## src/rtl/accel_sample_fifo_pkg.sv

```systemverilog
// constants and types shared by the acceleration frame buffer
// assumes one 100 MHz clock domain; no bus beyond the register access port
package accel_sample_fifo_pkg;

    // register offsets on the serial register access port
    localparam logic [7:0] ADDR_MODE_CFG = 8'h3E;
    localparam logic [7:0] ADDR_READOUT  = 8'h3F;

    // reset value, config write mask and idle read values
    localparam logic [7:0] CFG_RESET     = 8'h00;
    localparam logic [7:0] CFG_WR_MASK   = 8'hC3;
    localparam logic [7:0] EMPTY_READ    = 8'h00;
    localparam logic [7:0] UNMAPPED_READ = 8'h00;

    // field positions inside the buffer mode configuration register
    localparam int MODE_LSB = 6;
    localparam int SEL_LSB  = 0;

    // buffer geometry
    localparam int FRAME_DEPTH = 32;
    localparam int AXIS_BITS   = 16;
    localparam int FRAME_BITS  = 3 * AXIS_BITS;
    localparam logic [2:0] BYTES_ALL = 3'h6;
    localparam logic [2:0] BYTES_ONE = 3'h2;

    typedef enum logic [1:0] {
        MODE_BYPASS    = 2'h0,
        MODE_COLLECT   = 2'h1,
        MODE_OVERWRITE = 2'h2,
        MODE_RESERVED  = 2'h3
    } mode_t;

    typedef enum logic [1:0] {
        AXES_ALL = 2'h0,
        AXIS_X   = 2'h1,
        AXIS_Y   = 2'h2,
        AXIS_Z   = 2'h3
    } axis_sel_t;

endpackage : accel_sample_fifo_pkg

```

## src/rtl/frame_store.sv

```systemverilog
// circular frame storage in flip-flops with clear, push, pop and drop-oldest
// assumes the caller never asks for dropOld together with pop
module frame_store #(
    parameter int WIDTH = 48,
    parameter int DEPTH = 32,
    localparam int AW   = $clog2(DEPTH)
) (
    // clock and reset
    input  wire logic             clk_sys,
    input  wire logic             arst_n,
    // control
    input  wire logic             clear,
    input  wire logic             push,
    input  wire logic             dropOld,
    input  wire logic             pop,
    input  wire logic [WIDTH-1:0] pushData,
    // state
    output logic      [WIDTH-1:0] headData,
    output logic      [AW:0]      count,
    output logic                  full,
    output logic                  empty
);

    if (DEPTH < 2 || (1 << AW) != DEPTH) begin : g_check
        $error("frame_store: DEPTH must be a power of two of at least 2");
    end

    logic [WIDTH-1:0] mem [DEPTH];
    logic [AW-1:0]    wrPtr;
    logic [AW-1:0]    rdPtr;
    logic             popEff;
    logic             pushEff;
    logic [AW:0]      next_count;

    assign full     = (count == (AW + 1)'(DEPTH));
    assign empty    = (count == '0);
    assign popEff   = !empty && (pop || (push && dropOld));
    assign pushEff  = push && (!full || popEff);
    assign headData = mem[rdPtr];
    assign next_count = count + (AW + 1)'(pushEff) - (AW + 1)'(popEff);

    for (genvar gi = 0; gi < DEPTH; gi++) begin : g_entry
        always_ff @(posedge clk_sys or negedge arst_n) begin
            if (!arst_n) begin
                mem[gi] <= '0;
            end else if (pushEff && !clear && wrPtr == AW'(gi)) begin
                mem[gi] <= pushData;
            end
        end
    end

    always_ff @(posedge clk_sys or negedge arst_n) begin
        if (!arst_n) begin
            wrPtr <= '0;
            rdPtr <= '0;
            count <= '0;
        end else if (clear) begin
            wrPtr <= '0;
            rdPtr <= '0;
            count <= '0;
        end else begin
            wrPtr <= pushEff ? wrPtr + AW'(1) : wrPtr;
            rdPtr <= popEff ? rdPtr + AW'(1) : rdPtr;
            count <= next_count;
        end
    end

endmodule : frame_store

```

## src/rtl/accel_sample_fifo.sv

```systemverilog
// acceleration frame buffer with bypass, collect and overwrite modes
// assumes the serial interface decodes frames into start, byte and end strobes
// Behaviour
// - config write empties buffer, clears full flag
// - mode 00b keeps only newest frame
// - mode 01b stops taking samples at 32
// - mode 10b overwrites oldest frame when full
// - axis select picks stored frame content
// - readout bytes keep acceleration format, flag intact
// - burst from readout port keeps same address
// - partly read frame is discarded whole
// - all axes: X lo/hi, Y lo/hi, Z lo/hi
// - single axis: lo then hi, frames back-to-back
// - readout port is read-only, byte wide, reset to 00h
module accel_sample_fifo #(
    parameter int DEPTH = accel_sample_fifo_pkg::FRAME_DEPTH,
    localparam int CW   = $clog2(DEPTH) + 1
) (
    // clock and reset
    input  wire logic        clk_sys,
    input  wire logic        arst_n,
    // acceleration samples
    input  wire logic        sampleValid,
    input  wire logic [15:0] sampleX,
    input  wire logic [15:0] sampleY,
    input  wire logic [15:0] sampleZ,
    // register access strobes from the serial interface
    input  wire logic        accStart,
    input  wire logic [7:0]  accAddr,
    input  wire logic        accWrite,
    input  wire logic [7:0]  accWdata,
    input  wire logic        accRead,
    input  wire logic        accEnd,
    output logic      [7:0]  rdData,
    // buffer status
    output logic             fullFlag,
    output logic      [CW-1:0] frameCount
);

    if (DEPTH < 2) begin : g_check
        $error("accel_sample_fifo: DEPTH must be at least 2");
    end

    localparam int FB = accel_sample_fifo_pkg::FRAME_BITS;
    localparam int AB = accel_sample_fifo_pkg::AXIS_BITS;

    logic [7:0]    cfg;
    logic [7:0]    curAddr;
    logic          addrLock;
    logic [2:0]    byteIdx;
    logic [FB-1:0] heldFrame;

    accel_sample_fifo_pkg::mode_t     mode;
    accel_sample_fifo_pkg::axis_sel_t sel;

    logic          cfgWr;
    logic          portRead;
    logic          cfgRead;
    logic          startFrame;
    logic          midFrame;
    logic          popNow;
    logic [2:0]    bytesPerFrame;
    logic          lastByte;
    logic          pushReq;
    logic          canTake;
    logic          doPush;
    logic          dropOld;
    logic [AB-1:0] selAxis;
    logic [FB-1:0] pushData;
    logic [FB-1:0] headData;
    logic [CW-1:0] storeCount;
    logic          storeFull;
    logic          storeEmpty;
    logic [7:0]    heldByte;
    logic [7:0]    portByte;
    logic [7:0]    next_rdData;
    logic [2:0]    next_byteIdx;
    logic [7:0]    next_curAddr;

    // configuration fields
    assign mode = accel_sample_fifo_pkg::mode_t'(cfg[accel_sample_fifo_pkg::MODE_LSB +: 2]);
    assign sel  = accel_sample_fifo_pkg::axis_sel_t'(cfg[accel_sample_fifo_pkg::SEL_LSB +: 2]);

    // address decode
    assign cfgWr    = accWrite && (curAddr == accel_sample_fifo_pkg::ADDR_MODE_CFG);
    assign cfgRead  = accRead && (curAddr == accel_sample_fifo_pkg::ADDR_MODE_CFG);
    assign portRead = accRead && (curAddr == accel_sample_fifo_pkg::ADDR_READOUT);

    // readout sequencing
    assign bytesPerFrame = (sel == accel_sample_fifo_pkg::AXES_ALL)
                         ? accel_sample_fifo_pkg::BYTES_ALL
                         : accel_sample_fifo_pkg::BYTES_ONE;
    assign lastByte   = (byteIdx == bytesPerFrame - 3'h1);
    assign startFrame = portRead && (byteIdx == 3'h0) && !storeEmpty;
    assign midFrame   = portRead && (byteIdx != 3'h0);
    // the frame leaves storage on its first byte so a partial read loses it
    assign popNow     = startFrame;

    // sample intake per mode; reserved mode takes nothing
    assign pushReq = sampleValid && !cfgWr
                  && (mode != accel_sample_fifo_pkg::MODE_RESERVED);
    assign canTake = (mode != accel_sample_fifo_pkg::MODE_COLLECT)
                  || !storeFull || popNow;
    assign doPush  = pushReq && canTake;
    assign dropOld = doPush && !popNow
                  && (((mode == accel_sample_fifo_pkg::MODE_BYPASS) && !storeEmpty)
                   || ((mode == accel_sample_fifo_pkg::MODE_OVERWRITE) && storeFull));

    // single-axis frames sit in the low word so the byte walk is uniform
    assign selAxis  = (sel == accel_sample_fifo_pkg::AXIS_X) ? sampleX
                    : (sel == accel_sample_fifo_pkg::AXIS_Y) ? sampleY
                    : sampleZ;
    assign pushData = (sel == accel_sample_fifo_pkg::AXES_ALL)
                    ? {sampleZ, sampleY, sampleX}
                    : {{(FB - AB){1'b0}}, selAxis};

    frame_store #(
        .WIDTH (FB),
        .DEPTH (DEPTH)
    ) u_store (
        .clk_sys  (clk_sys),
        .arst_n   (arst_n),
        .clear    (cfgWr),
        .push     (doPush),
        .dropOld  (dropOld),
        .pop      (popNow),
        .pushData (pushData),
        .headData (headData),
        .count    (storeCount),
        .full     (storeFull),
        .empty    (storeEmpty)
    );

    // byte selection: raw bits of the stored words, new-data flag untouched
    assign heldByte = heldFrame[{byteIdx, 3'b000} +: 8];
    assign portByte = startFrame ? headData[7:0]
                    : midFrame   ? heldByte
                    : accel_sample_fifo_pkg::EMPTY_READ;
    assign next_rdData = portRead ? portByte
                       : cfgRead  ? (cfg & accel_sample_fifo_pkg::CFG_WR_MASK)
                       : accel_sample_fifo_pkg::UNMAPPED_READ;

    assign next_byteIdx = (accEnd || cfgWr)           ? 3'h0
                        : (startFrame || midFrame)    ? (lastByte ? 3'h0 : byteIdx + 3'h1)
                        : byteIdx;

    // address counter holds when a burst starts at the readout port
    assign next_curAddr = accStart ? accAddr
                        : ((accRead || accWrite) && !addrLock) ? curAddr + 8'h01
                        : curAddr;

    always_ff @(posedge clk_sys or negedge arst_n) begin
        if (!arst_n) begin
            cfg <= accel_sample_fifo_pkg::CFG_RESET;
        end else if (cfgWr) begin
            cfg <= accWdata & accel_sample_fifo_pkg::CFG_WR_MASK;
        end
    end

    always_ff @(posedge clk_sys or negedge arst_n) begin
        if (!arst_n) begin
            curAddr  <= 8'h00;
            addrLock <= 1'b0;
        end else begin
            curAddr  <= next_curAddr;
            addrLock <= accStart ? (accAddr == accel_sample_fifo_pkg::ADDR_READOUT)
                                 : addrLock;
        end
    end

    // readout port is byte wide and never written
    always_ff @(posedge clk_sys or negedge arst_n) begin
        if (!arst_n) begin
            rdData    <= 8'h00;
            byteIdx   <= 3'h0;
            heldFrame <= '0;
        end else begin
            rdData    <= (accRead) ? next_rdData : rdData;
            byteIdx   <= next_byteIdx;
            heldFrame <= startFrame ? headData : heldFrame;
        end
    end

    always_ff @(posedge clk_sys or negedge arst_n) begin
        if (!arst_n) begin
            fullFlag   <= 1'b0;
            frameCount <= '0;
        end else begin
            fullFlag   <= storeFull && !cfgWr;
            frameCount <= cfgWr ? '0 : storeCount;
        end
    end

    // checks
    AST_CFG_CLEAR: assert property (@(posedge clk_sys) disable iff (!arst_n)
        cfgWr |=> (storeCount == '0) && !fullFlag)
        else $error("config write did not empty buffer");

    AST_BYPASS_ONE: assert property (@(posedge clk_sys) disable iff (!arst_n)
        (mode == accel_sample_fifo_pkg::MODE_BYPASS) && sampleValid && !cfgWr
        |=> (storeCount == CW'(1)) && (u_store.headData == $past(pushData)))
        else $error("bypass mode did not keep newest frame only");

    AST_COLLECT_STOP: assert property (@(posedge clk_sys) disable iff (!arst_n)
        (mode == accel_sample_fifo_pkg::MODE_COLLECT) && storeFull && !popNow && !cfgWr
        |=> storeFull && $stable(u_store.headData))
        else $error("collect mode accepted a sample while full");

    AST_OVERWRITE: assert property (@(posedge clk_sys) disable iff (!arst_n)
        (mode == accel_sample_fifo_pkg::MODE_OVERWRITE) && storeFull && sampleValid
        && !popNow && !cfgWr |-> dropOld ##1 storeFull)
        else $error("overwrite mode did not replace oldest frame");

    AST_AXIS_SEL: assert property (@(posedge clk_sys) disable iff (!arst_n)
        doPush && (sel == accel_sample_fifo_pkg::AXIS_Y)
        |-> pushData == {{(FB - AB){1'b0}}, sampleY})
        else $error("axis selection stored wrong data");

    AST_FIRST_BYTE: assert property (@(posedge clk_sys) disable iff (!arst_n)
        startFrame |=> (rdData == $past(headData[7:0])) && (byteIdx == 3'h1))
        else $error("frame readout did not start with low byte");

    AST_BURST_HOLD: assert property (@(posedge clk_sys) disable iff (!arst_n)
        accRead && addrLock && !accStart |=> $stable(curAddr))
        else $error("address advanced in readout burst");

    AST_PARTIAL: assert property (@(posedge clk_sys) disable iff (!arst_n)
        accEnd && (byteIdx != 3'h0) |=> (byteIdx == 3'h0))
        else $error("partial frame was not discarded");

    AST_ONE_AXIS_WRAP: assert property (@(posedge clk_sys) disable iff (!arst_n)
        midFrame && (sel != accel_sample_fifo_pkg::AXES_ALL) && !accEnd
        |=> (byteIdx == 3'h0) && (rdData == $past(heldFrame[15:8])))
        else $error("single axis frame is not two bytes");

    AST_FULL_FLAG: assert property (@(posedge clk_sys) disable iff (!arst_n)
        storeFull && !cfgWr |=> fullFlag)
        else $error("full flag missing at full buffer");

    AST_CLEAR_INDEX: assert property (@(posedge clk_sys) disable iff (!arst_n)
        cfgWr |=> (byteIdx == 3'h0) && (frameCount == '0))
        else $error("config write left a partial frame");

    AST_BYPASS_DEPTH: assert property (@(posedge clk_sys) disable iff (!arst_n)
        (mode == accel_sample_fifo_pkg::MODE_BYPASS) |-> (storeCount <= CW'(1)))
        else $error("bypass mode held more than one frame");

    AST_COLLECT_FILL: assert property (@(posedge clk_sys) disable iff (!arst_n)
        (mode == accel_sample_fifo_pkg::MODE_COLLECT) && doPush && !popNow && !cfgWr
        |=> (storeCount == $past(storeCount) + CW'(1)))
        else $error("collect mode lost a sample below full");

    AST_OVERWRITE_GROW: assert property (@(posedge clk_sys) disable iff (!arst_n)
        (mode == accel_sample_fifo_pkg::MODE_OVERWRITE) && doPush && !storeFull
        && !popNow && !cfgWr |=> (storeCount == $past(storeCount) + CW'(1)))
        else $error("overwrite mode lost a sample below full");

    AST_CAPACITY: assert property (@(posedge clk_sys) disable iff (!arst_n)
        storeCount <= CW'(DEPTH))
        else $error("buffer holds more frames than its depth");

    AST_COUNT_TRACK: assert property (@(posedge clk_sys) disable iff (!arst_n)
        !cfgWr |=> (frameCount == $past(storeCount)))
        else $error("frame count does not follow storage");

    AST_FULL_DROP: assert property (@(posedge clk_sys) disable iff (!arst_n)
        !storeFull |=> !fullFlag)
        else $error("full flag set below full buffer");

    AST_ADDR_STEP: assert property (@(posedge clk_sys) disable iff (!arst_n)
        (accRead || accWrite) && !addrLock && !accStart
        |=> (curAddr == $past(curAddr) + 8'h01))
        else $error("address did not advance outside readout burst");

    AST_ADDR_LOAD: assert property (@(posedge clk_sys) disable iff (!arst_n)
        accStart |=> (curAddr == $past(accAddr))
        && (addrLock == ($past(accAddr) == accel_sample_fifo_pkg::ADDR_READOUT)))
        else $error("start address not loaded");

    AST_LAST_Z: assert property (@(posedge clk_sys) disable iff (!arst_n)
        midFrame && (sel == accel_sample_fifo_pkg::AXES_ALL) && (byteIdx == 3'h5)
        |=> (byteIdx == 3'h0) && (rdData == $past(heldFrame[FB-1:FB-8])))
        else $error("all axis frame did not end with Z high byte");

    AST_SINGLE_LOW: assert property (@(posedge clk_sys) disable iff (!arst_n)
        doPush && (sel != accel_sample_fifo_pkg::AXES_ALL) |-> (pushData[FB-1:AB] == '0))
        else $error("single axis frame has data above its low word");

    AST_MID_KEEP: assert property (@(posedge clk_sys) disable iff (!arst_n)
        midFrame && !doPush && !cfgWr |=> (storeCount == $past(storeCount)))
        else $error("mid frame read removed another frame");

    AST_PORT_RO: assert property (@(posedge clk_sys) disable iff (!arst_n)
        accWrite && (curAddr == accel_sample_fifo_pkg::ADDR_READOUT)
        |=> $stable(cfg) && $stable(rdData) && $stable(byteIdx))
        else $error("write to readout port changed state");

    AST_RD_HOLD: assert property (@(posedge clk_sys) disable iff (!arst_n)
        !accRead |=> $stable(rdData))
        else $error("read data changed without a read");

    COV_OVERWRITE: cover property (@(posedge clk_sys) disable iff (!arst_n)
        (mode == accel_sample_fifo_pkg::MODE_OVERWRITE) && dropOld);
    COV_COLLECT_FULL: cover property (@(posedge clk_sys) disable iff (!arst_n)
        (mode == accel_sample_fifo_pkg::MODE_COLLECT) && storeFull && sampleValid);
    COV_FULL_FRAME: cover property (@(posedge clk_sys) disable iff (!arst_n)
        midFrame && lastByte && (sel == accel_sample_fifo_pkg::AXES_ALL));
    COV_PARTIAL_END: cover property (@(posedge clk_sys) disable iff (!arst_n)
        accEnd && (byteIdx != 3'h0));
    COV_ONE_AXIS: cover property (@(posedge clk_sys) disable iff (!arst_n)
        startFrame && (sel != accel_sample_fifo_pkg::AXES_ALL));

endmodule : accel_sample_fifo

```

## config.mk

```make
export PLATFORM = sky130hd
export DESIGN_NAME = accel_sample_fifo
export DESIGN_NICKNAME = d
export VERILOG_FILES = /design/src/rtl/accel_sample_fifo_pkg.sv /design/src/rtl/frame_store.sv /design/src/rtl/accel_sample_fifo.sv
export SDC_FILE = /design/constraint.sdc
export NUM_CORES = 2
export LEC_CHECK = 0
export BUFFER_PORTS_ARGS = -buffer_cell sky130_fd_sc_hd__buf_2
export CORE_MARGIN = 2
export CORE_UTILIZATION = 60
export CTS_CLUSTER_DIAMETER = 150
export CTS_CLUSTER_SIZE = 28
export DETAILED_ROUTE_END_ITERATION = 8
export PLACE_DENSITY = 0.76
export SLEW_MARGIN = 20
export SYNTH_ARGS = -nofsm -noshare
export SYNTH_HDL_FRONTEND = slang
export SYNTH_SLANG_ARGS = --single-unit
```

## constraint.sdc

```tcl
create_clock -name clk_sys -period 3.5 [get_ports clk_sys]
set_input_delay 0 -clock clk_sys [delete_from_list [all_inputs] [get_ports clk_sys]]
set_output_delay 0 -clock clk_sys [all_outputs]
set_load 0.05 [all_outputs]
```

**Word-level counts from Yosys, hierarchy flattened**

Cells that the tools add are included.

- Bits in registers: 1631
- Output and inout bits: 15
- Word-level logic and storage cells: 190

- Add/sub/neg operators: 7
- $lt $le $gt $ge: 1
- Eq/ne operators: 41
- Shifts and indexed selects: 1
- Mux-type cells: 22
- Bitwise gates (word level): 1
- Reductions and logical operators: 74

Operator list:

| cell | number |
|---|---|
| 48-bit binary-select mux with 5-bit select | 1 |
| 48-bit 2-to-1 mux | 3 |
| 5-bit equality test, second input constant | 16 |
| 1-bit logical AND | 51 |
| 8-bit 2-to-1 mux | 6 |
| 48-bit by 7-bit indexed part select with 8-bit output | 1 |
| 5-bit by 4-bit equality test with 1-bit output, second input constant | 8 |
| 16-bit 2-to-1 mux | 2 |
| 8-bit by 6-bit equality test with 1-bit output, second input constant | 3 |
| 5-bit by 3-bit equality test with 1-bit output, second input constant | 4 |
| 5-bit 2-to-1 mux | 4 |
| 3-bit 2-to-1 mux | 4 |
| 6-bit 2-to-1 mux | 2 |
| 5-bit by 1-bit adder with 5-bit output, second input constant | 2 |
| 5-bit by 2-bit equality test with 1-bit output, second input constant | 2 |
| 8-bit by 1-bit adder with 8-bit output, second input constant | 1 |
| 1-bit logical OR | 8 |
| 2-bit nonzero test | 4 |
| 6-bit by 1-bit adder with 6-bit output | 1 |
| 6-bit equality test, second input constant | 1 |
| 6-bit greater-or-equal comparator, second input constant | 1 |
| 6-bit zero test | 1 |
| 5-bit inverter with 6-bit output | 1 |
| 6-bit by 1-bit subtractor with 6-bit output | 1 |
| other kinds (13) | 19 |

**Longest topological paths before layout**

- Depth in word-level cells: 16
- Mapped depth: 15

**Modules after synthesis**

A second synthesis with hierarchy kept.

- Cells, all modules: 4886
- Area, all modules: 74572.8 µm²

Modules (own cells, without submodules):

| module | instances | cells an instance | area an instance (µm²) |
|---|---|---|---|
| frame_store | 1 | 4512 | 70470.1 |
| accel_sample_fifo | 1 | 374 | 4102.7 |

**Worst setup path before layout**

Ideal clock, no wire load.

- Kind: reg2reg
- Start point: register u_store.count[2]
- End point: register u_store.count[4]
- Setup time: 0.132 ns
- Arrival time: 2.935 ns
- Path slack: 0.433 ns
- Cell stages (with the launch flop): 16
- Buffers on the path: 0
- Clock period less this slack: 3.067 ns
- Path through: dfrtp_1 -> inv_1 -> ha_1 -> nor4bb_1 -> nand2b_1 -> a2bb2oi_2 -> inv_1 -> ha_1 -> inv_1 -> ha_1 -> fa_1 -> a21oi_1 -> nor2_1 -> nor2_1 -> xor2_1 -> nor2_1

- Word-level cells in the longest chain between the ends: 15
- Elaborated cells between the ends (all ways): 22
- Classes of those cells: add/sub (2); eq/ne (1); mux (1); reduce/logical (18)

Ends and longest elaborated chain:

| what | RTL line | text |
|---|---|---|
| start, declared | frame_store.sv:19 | `output logic [AW:0] count,` |
| start signal, assigned | frame_store.sv:64 | `count <= next_count;` |
| 6-bit equality test / 6-bit zero test (equally long branches) | frame_store.sv:35, frame_store.sv:36 |  |
| 1-bit zero test, on equally long branches | - |  |
| 1-bit logical OR / 1-bit logical AND (equally long branches) | accel_sample_fifo.sv:103, accel_sample_fifo.sv:94 |  |
| 1-bit logical OR | accel_sample_fifo.sv:103 | `\|\| !storeFull \|\| popNow;` |
| 1-bit logical AND | accel_sample_fifo.sv:104 | `assign doPush = pushReq && canTake;` |
| 1-bit logical AND | accel_sample_fifo.sv:105 | `assign dropOld = doPush && !popNow` |
| 1-bit logical AND | accel_sample_fifo.sv:106 | `&& (((mode == accel_sample_fifo_pkg::MODE_BYPASS) && !storeEmpty)` |
| 1-bit logical AND | frame_store.sv:37 | `assign popEff = !empty && (pop \|\| (push && dropOld));` |
| 1-bit logical OR | frame_store.sv:37 |  |
| 1-bit logical AND | frame_store.sv:37 |  |
| 1-bit logical OR | frame_store.sv:38 | `assign pushEff = push && (!full \|\| popEff);` |
| 1-bit logical AND | frame_store.sv:38 |  |
| 6-bit by 1-bit adder with 6-bit output | frame_store.sv:40 | `assign next_count = count + (AW + 1)'(pushEff) - (AW + 1)'(popEff);` |
| 6-bit by 1-bit subtractor with 6-bit output (*) | frame_store.sv:40 |  |
| 6-bit 2-to-1 mux (*) | frame_store.sv:57 | `end else if (clear) begin` |

Mark *: on every way between the ends. The rest lies on a longest branch, timed or not.
A chain may end at the register's enable or synchronous reset.

**Worst setup path after layout**

Ends and elaborated chain as after synthesis.

==> impl_metrics.json <==
{
  "status": "complete, no violations",
  "drv_slew": 0,
  "crit_type": "reg -> reg",
  "wl_mm": 194.8,
  "layout_min_cycle_time_ns": 3.216,
  "clock-sinks": 1626,
  "rsz0062_at_grt": "false",
  "grt_pass1_vias": 44490,
  "finish.utilization_pct": 64.50,
  "fin_cells": 6451,
  "yosysSeqAreaShare_pct": 54.79,
  "path_cells": "inv_1 > ha_1 > nor4bb_1 > nand2b_1 > a2bb2oi_2 > inv_1 > ha_1 > inv_1 > ha_1 > fa_1 > a21oi_1 > nor2_1 > nor2_1 > xor2_1 > nor2_1",
  "cpPeakStageDelay_ns": 0.44,
  "ctsLongestPathBuffers": 3,
  "port_buffers": 81,
  "synth_common_cells": "1,626 x dfrtp_1, 1,509 x mux2_2, 373 x mux4_2",
  "relSlewSlack_pct": 30.77,
  "crit_path_top_delay_cell": "nor4bb_1",
  "clkLatencyLatePin_ns": 0.69,
  "synth_area_leaders": "dfrtp_1 55%, mux2_2 23%, mux4_2 11%",
  "tightest_slew_ns": 1.038,
  "io_pins": 86,
  "drc_errors": 0,
  "grt.overflow.total": 0,
  "setup_tns_ns": 0,
  "pwr-share-comb_pct": 38.1,
  "rows": 129,
  "gp_congestion": 0.8640,
  "post_cts_buffers": 0,
  "ir_worst_vdd_uv": 567.6,
  "numCtsBuffers": 68,
  "synth-edff-count": 0,
  "die_w_um": 355.8,
  "h-tree-depth": 3,
  "via_count": 43230,
  "avgSynthCellArea_um2": 15.23,
  "syn_to_final_growth_pct": 7.108,
  "dieArea_mm2": 0.1266,
  "grt_max_degree": 152,
  "p_per_area_mw_per_mm2": 778.6,
  "fin_hold_ws_ns": 0.03971,
  "grt_pass1_wl_mm": 292.2,
  "postRouteAntennaNets": 0,
  "syn_nets": 4967,
  "hold_path.class": "in -> async",
  "first_pass_iters": 8,
  "async_flop_share_pct": 100.0,
  "fin_crit_sh_pct": 91.89,
  "die_h_um": 355.8,
  "drt_iter0_drc": 4225,
  "clockRootBuffer": "clkbuf_16",
  "path_clk_slew_ns": 0.12,
  "yosysTopAreaCell": "dfrtp_1",
  "power_frac_seq_pct": 46.4,
  "synth_cell_types": 54,
  "p_sw_w": 0.02010,
  "critPathArrivalTime_ns": 3.78,
  "synth.most_common_cell": "dfrtp_1",
  "drv_cap": 0,
  "leakage_nw": 36.69,
  "synth_top_area_share_pct": 54.79,
  "cp_max_fo": 3,
  "cts_tree": "done",
  "drive_above_1_share_pct": 48.41,
  "hpwl_mm": 114.4,
  "core_area_mm2": 0.1233,
  "cp-end-kind": "register",
  "worst_setup_path_start_kind": "register",
  "grt_usage_pct": 31.20,
  "clkPwrFrac_pct": 15.5,
  "antenna_found_initial": 11,
  "hold_viol": 0,
  "fmax_mhz": 310.9,
  "ys_ff_latch": 1626,
  "yosys_warnings": 0,
  "dp.cells": 6326,
  "internal-power_w": 0.04183,
  "critPathBufInv": 3,
  "layout.nets": 4890,
  "crit_family": "adder cells",
  "fillers": 8877,
  "synth_cells": 4877,
  "via_per_inst": 6.702,
  "clock_skew_ns": 0.04128,
  "wl_per_cell_um": 30.19,
  "floorplan.initialDensity_pct": 60.22,
  "synthFlopType": "dfrtp_1",
  "sw_frac_of_total_pct": 32.45,
  "syn_area_mm2": 0.07426,
  "cp.required_ns": 4.07,
  "setup_viol": 0
}
==> tightest hold or removal path: cells and delay by family <==
| kind | cells | cell delay (ns) |
|---|---|---|
| buffers and inverters | 3 | 1.08 |
==> power groups by stage <==
stage / sequential (W) / combinational (W) / clock, W
2_1_floorplan: 0.0276 / 0.0175 / 0
3_3_place_gp: 0.0286 / 0.0230 / 0
3_5_place_dp: 0.0290 / 0.0235 / 0
5_1_grt: 0.0294 / 0.0251 / 0.0104
4_1_cts: 0.0286 / 0.0236 / 0.00976
6_report: 0.0287 / 0.0236 / 0.00958
==> final cells by class <==
class / count / area, um^2 / share of cell area [%]
Clock inverter: 1 / 30.03 / 0.03775
Tap cell: 1637 / 2048 / 2.575
Timing Repair Buffer: 342 / 3351 / 4.212
Sequential cell: 1626 / 40700 / 51.17
Antenna cell: 7 / 17.52 / 0.02202
Inverter: 21 / 78.83 / 0.09910
Multi-Input combinational cell: 2741 / 31480 / 39.57
Clock buffer: 76 / 1838 / 2.311
==> kinds of logic (layout without fill, tap and decap cells) <==
family | after synthesis | in the layout | synth area share [%]
muxes | 1978 | 1978 | 35.55
DFF | 1626 | 1626 | 54.79
buffers and inverters | 510 | 440 | 3.361
AOI/OAI and AO/OA | 398 | 398 | 3.547
and+or+nand+nor | 334 | 334 | 2.285
adders and majority gates | 19 | 19 | 0.3302
xor gates and xnor gates | 12 | 12 | 0.1415
other | 0 | 7 | 0
==> final timing paths <==
| path | from | endpoint | slack (ns) | depth (start not counted) |
|---|---|---|---|---|
| setup / recovery | u_store.count[2]$_DFF_PN0_ | u_store.count[4]$_DFF_PN0_ | 0.28 | 15 |
| hold / removal | arst_n | u_store.mem[319]$_DFFE_PN0P_ | 0.04 | 3 |
| setup reg to reg | u_store.count[2]$_DFF_PN0_ | u_store.count[4]$_DFF_PN0_ | 0.28 | 15 |
| hold reg to reg | heldFrame[5]$_DFFE_PN0N_ | heldFrame[5]$_DFFE_PN0N_ | 0.49 | 2 |
| max in group asynchronous | arst_n | u_store.mem[804]$_DFFE_PN0P_ | 2.57 | 4 |
| min in group clk_sys | sampleZ[2] | u_store.mem[898]$_DFFE_PN0P_ | 0.05 | 4 |
==> layer usage <==
layer  routed length (um)  up-vias  track usage [%]
met5                   84        -           0.9811
met4                 5259       12            8.084
met3                16000      306            7.145
met2                91510     1533            48.79
met1                81920    23600            44.63
li1                     -    17780                -
==> registers in the layout, summed over array words and instances (netlist names) <==
| signal | flops |
|---|---|
| addrLock | 1 |
| byteIdx | 3 |
| cfg | 4 |
| curAddr | 8 |
| frameCount | 6 |
| fullFlag | 1 |
| heldFrame | 43 |
| rdData | 8 |
| u_store.count | 6 |
| u_store.mem | 1536 |
| u_store.rdPtr | 5 |
| u_store.wrPtr | 5 |
==> cell usage in the layout (no fill, tap or decap), types with 8 or more instances in the layout <==
| cell type | count |
|---|---|
| a2111oi_0 | 8 |
| a21oi_1 | 98 |
| a21oi_2 | 13 |
| a22o_1 | 8 |
| a22oi_1 | 171 |
| and2_1 | 31 |
| buf_12 | 69 |
| buf_2 | 80 |
| buf_4 | 152 |
| clkbuf_16 | 73 |
| dfrtp_1 | 1621 |
| dlygate4sd3_1 | 40 |
| ha_1 | 18 |
| inv_1 | 21 |
| mux2_1 | 35 |
| mux2_2 | 1509 |
| mux2i_1 | 61 |
| mux4_2 | 373 |
| nand2_1 | 124 |
| nand2b_1 | 12 |
| nand3_1 | 17 |
| nand3_4 | 30 |
| nor2_1 | 56 |
| nor3_1 | 18 |
| o21ai_0 | 50 |
| o221ai_1 | 11 |
| o22ai_1 | 12 |
| xnor2_1 | 8 |
==> stage by stage <==
stage,total power (W),setup slack [ns],instance area [um^2]
final,0.06193,0.2840,79540
after global routing,0.06489,0.05428,79530
after CTS,0.06198,0.2525,79520
after detailed placement,0.05253,0.2812,77220
after global placement,0.05155,0.2898,77210
after floorplan,0.04512,0.4332,74260
==> timing repair <==
action,4_1_cts,5_1_grt
endpoints found under the setup margin,0,0
endpoints found under the hold margin,1035,0
resized for setup,0,0
hold buffers,41,0
Power figures use the tool's default switching activity.
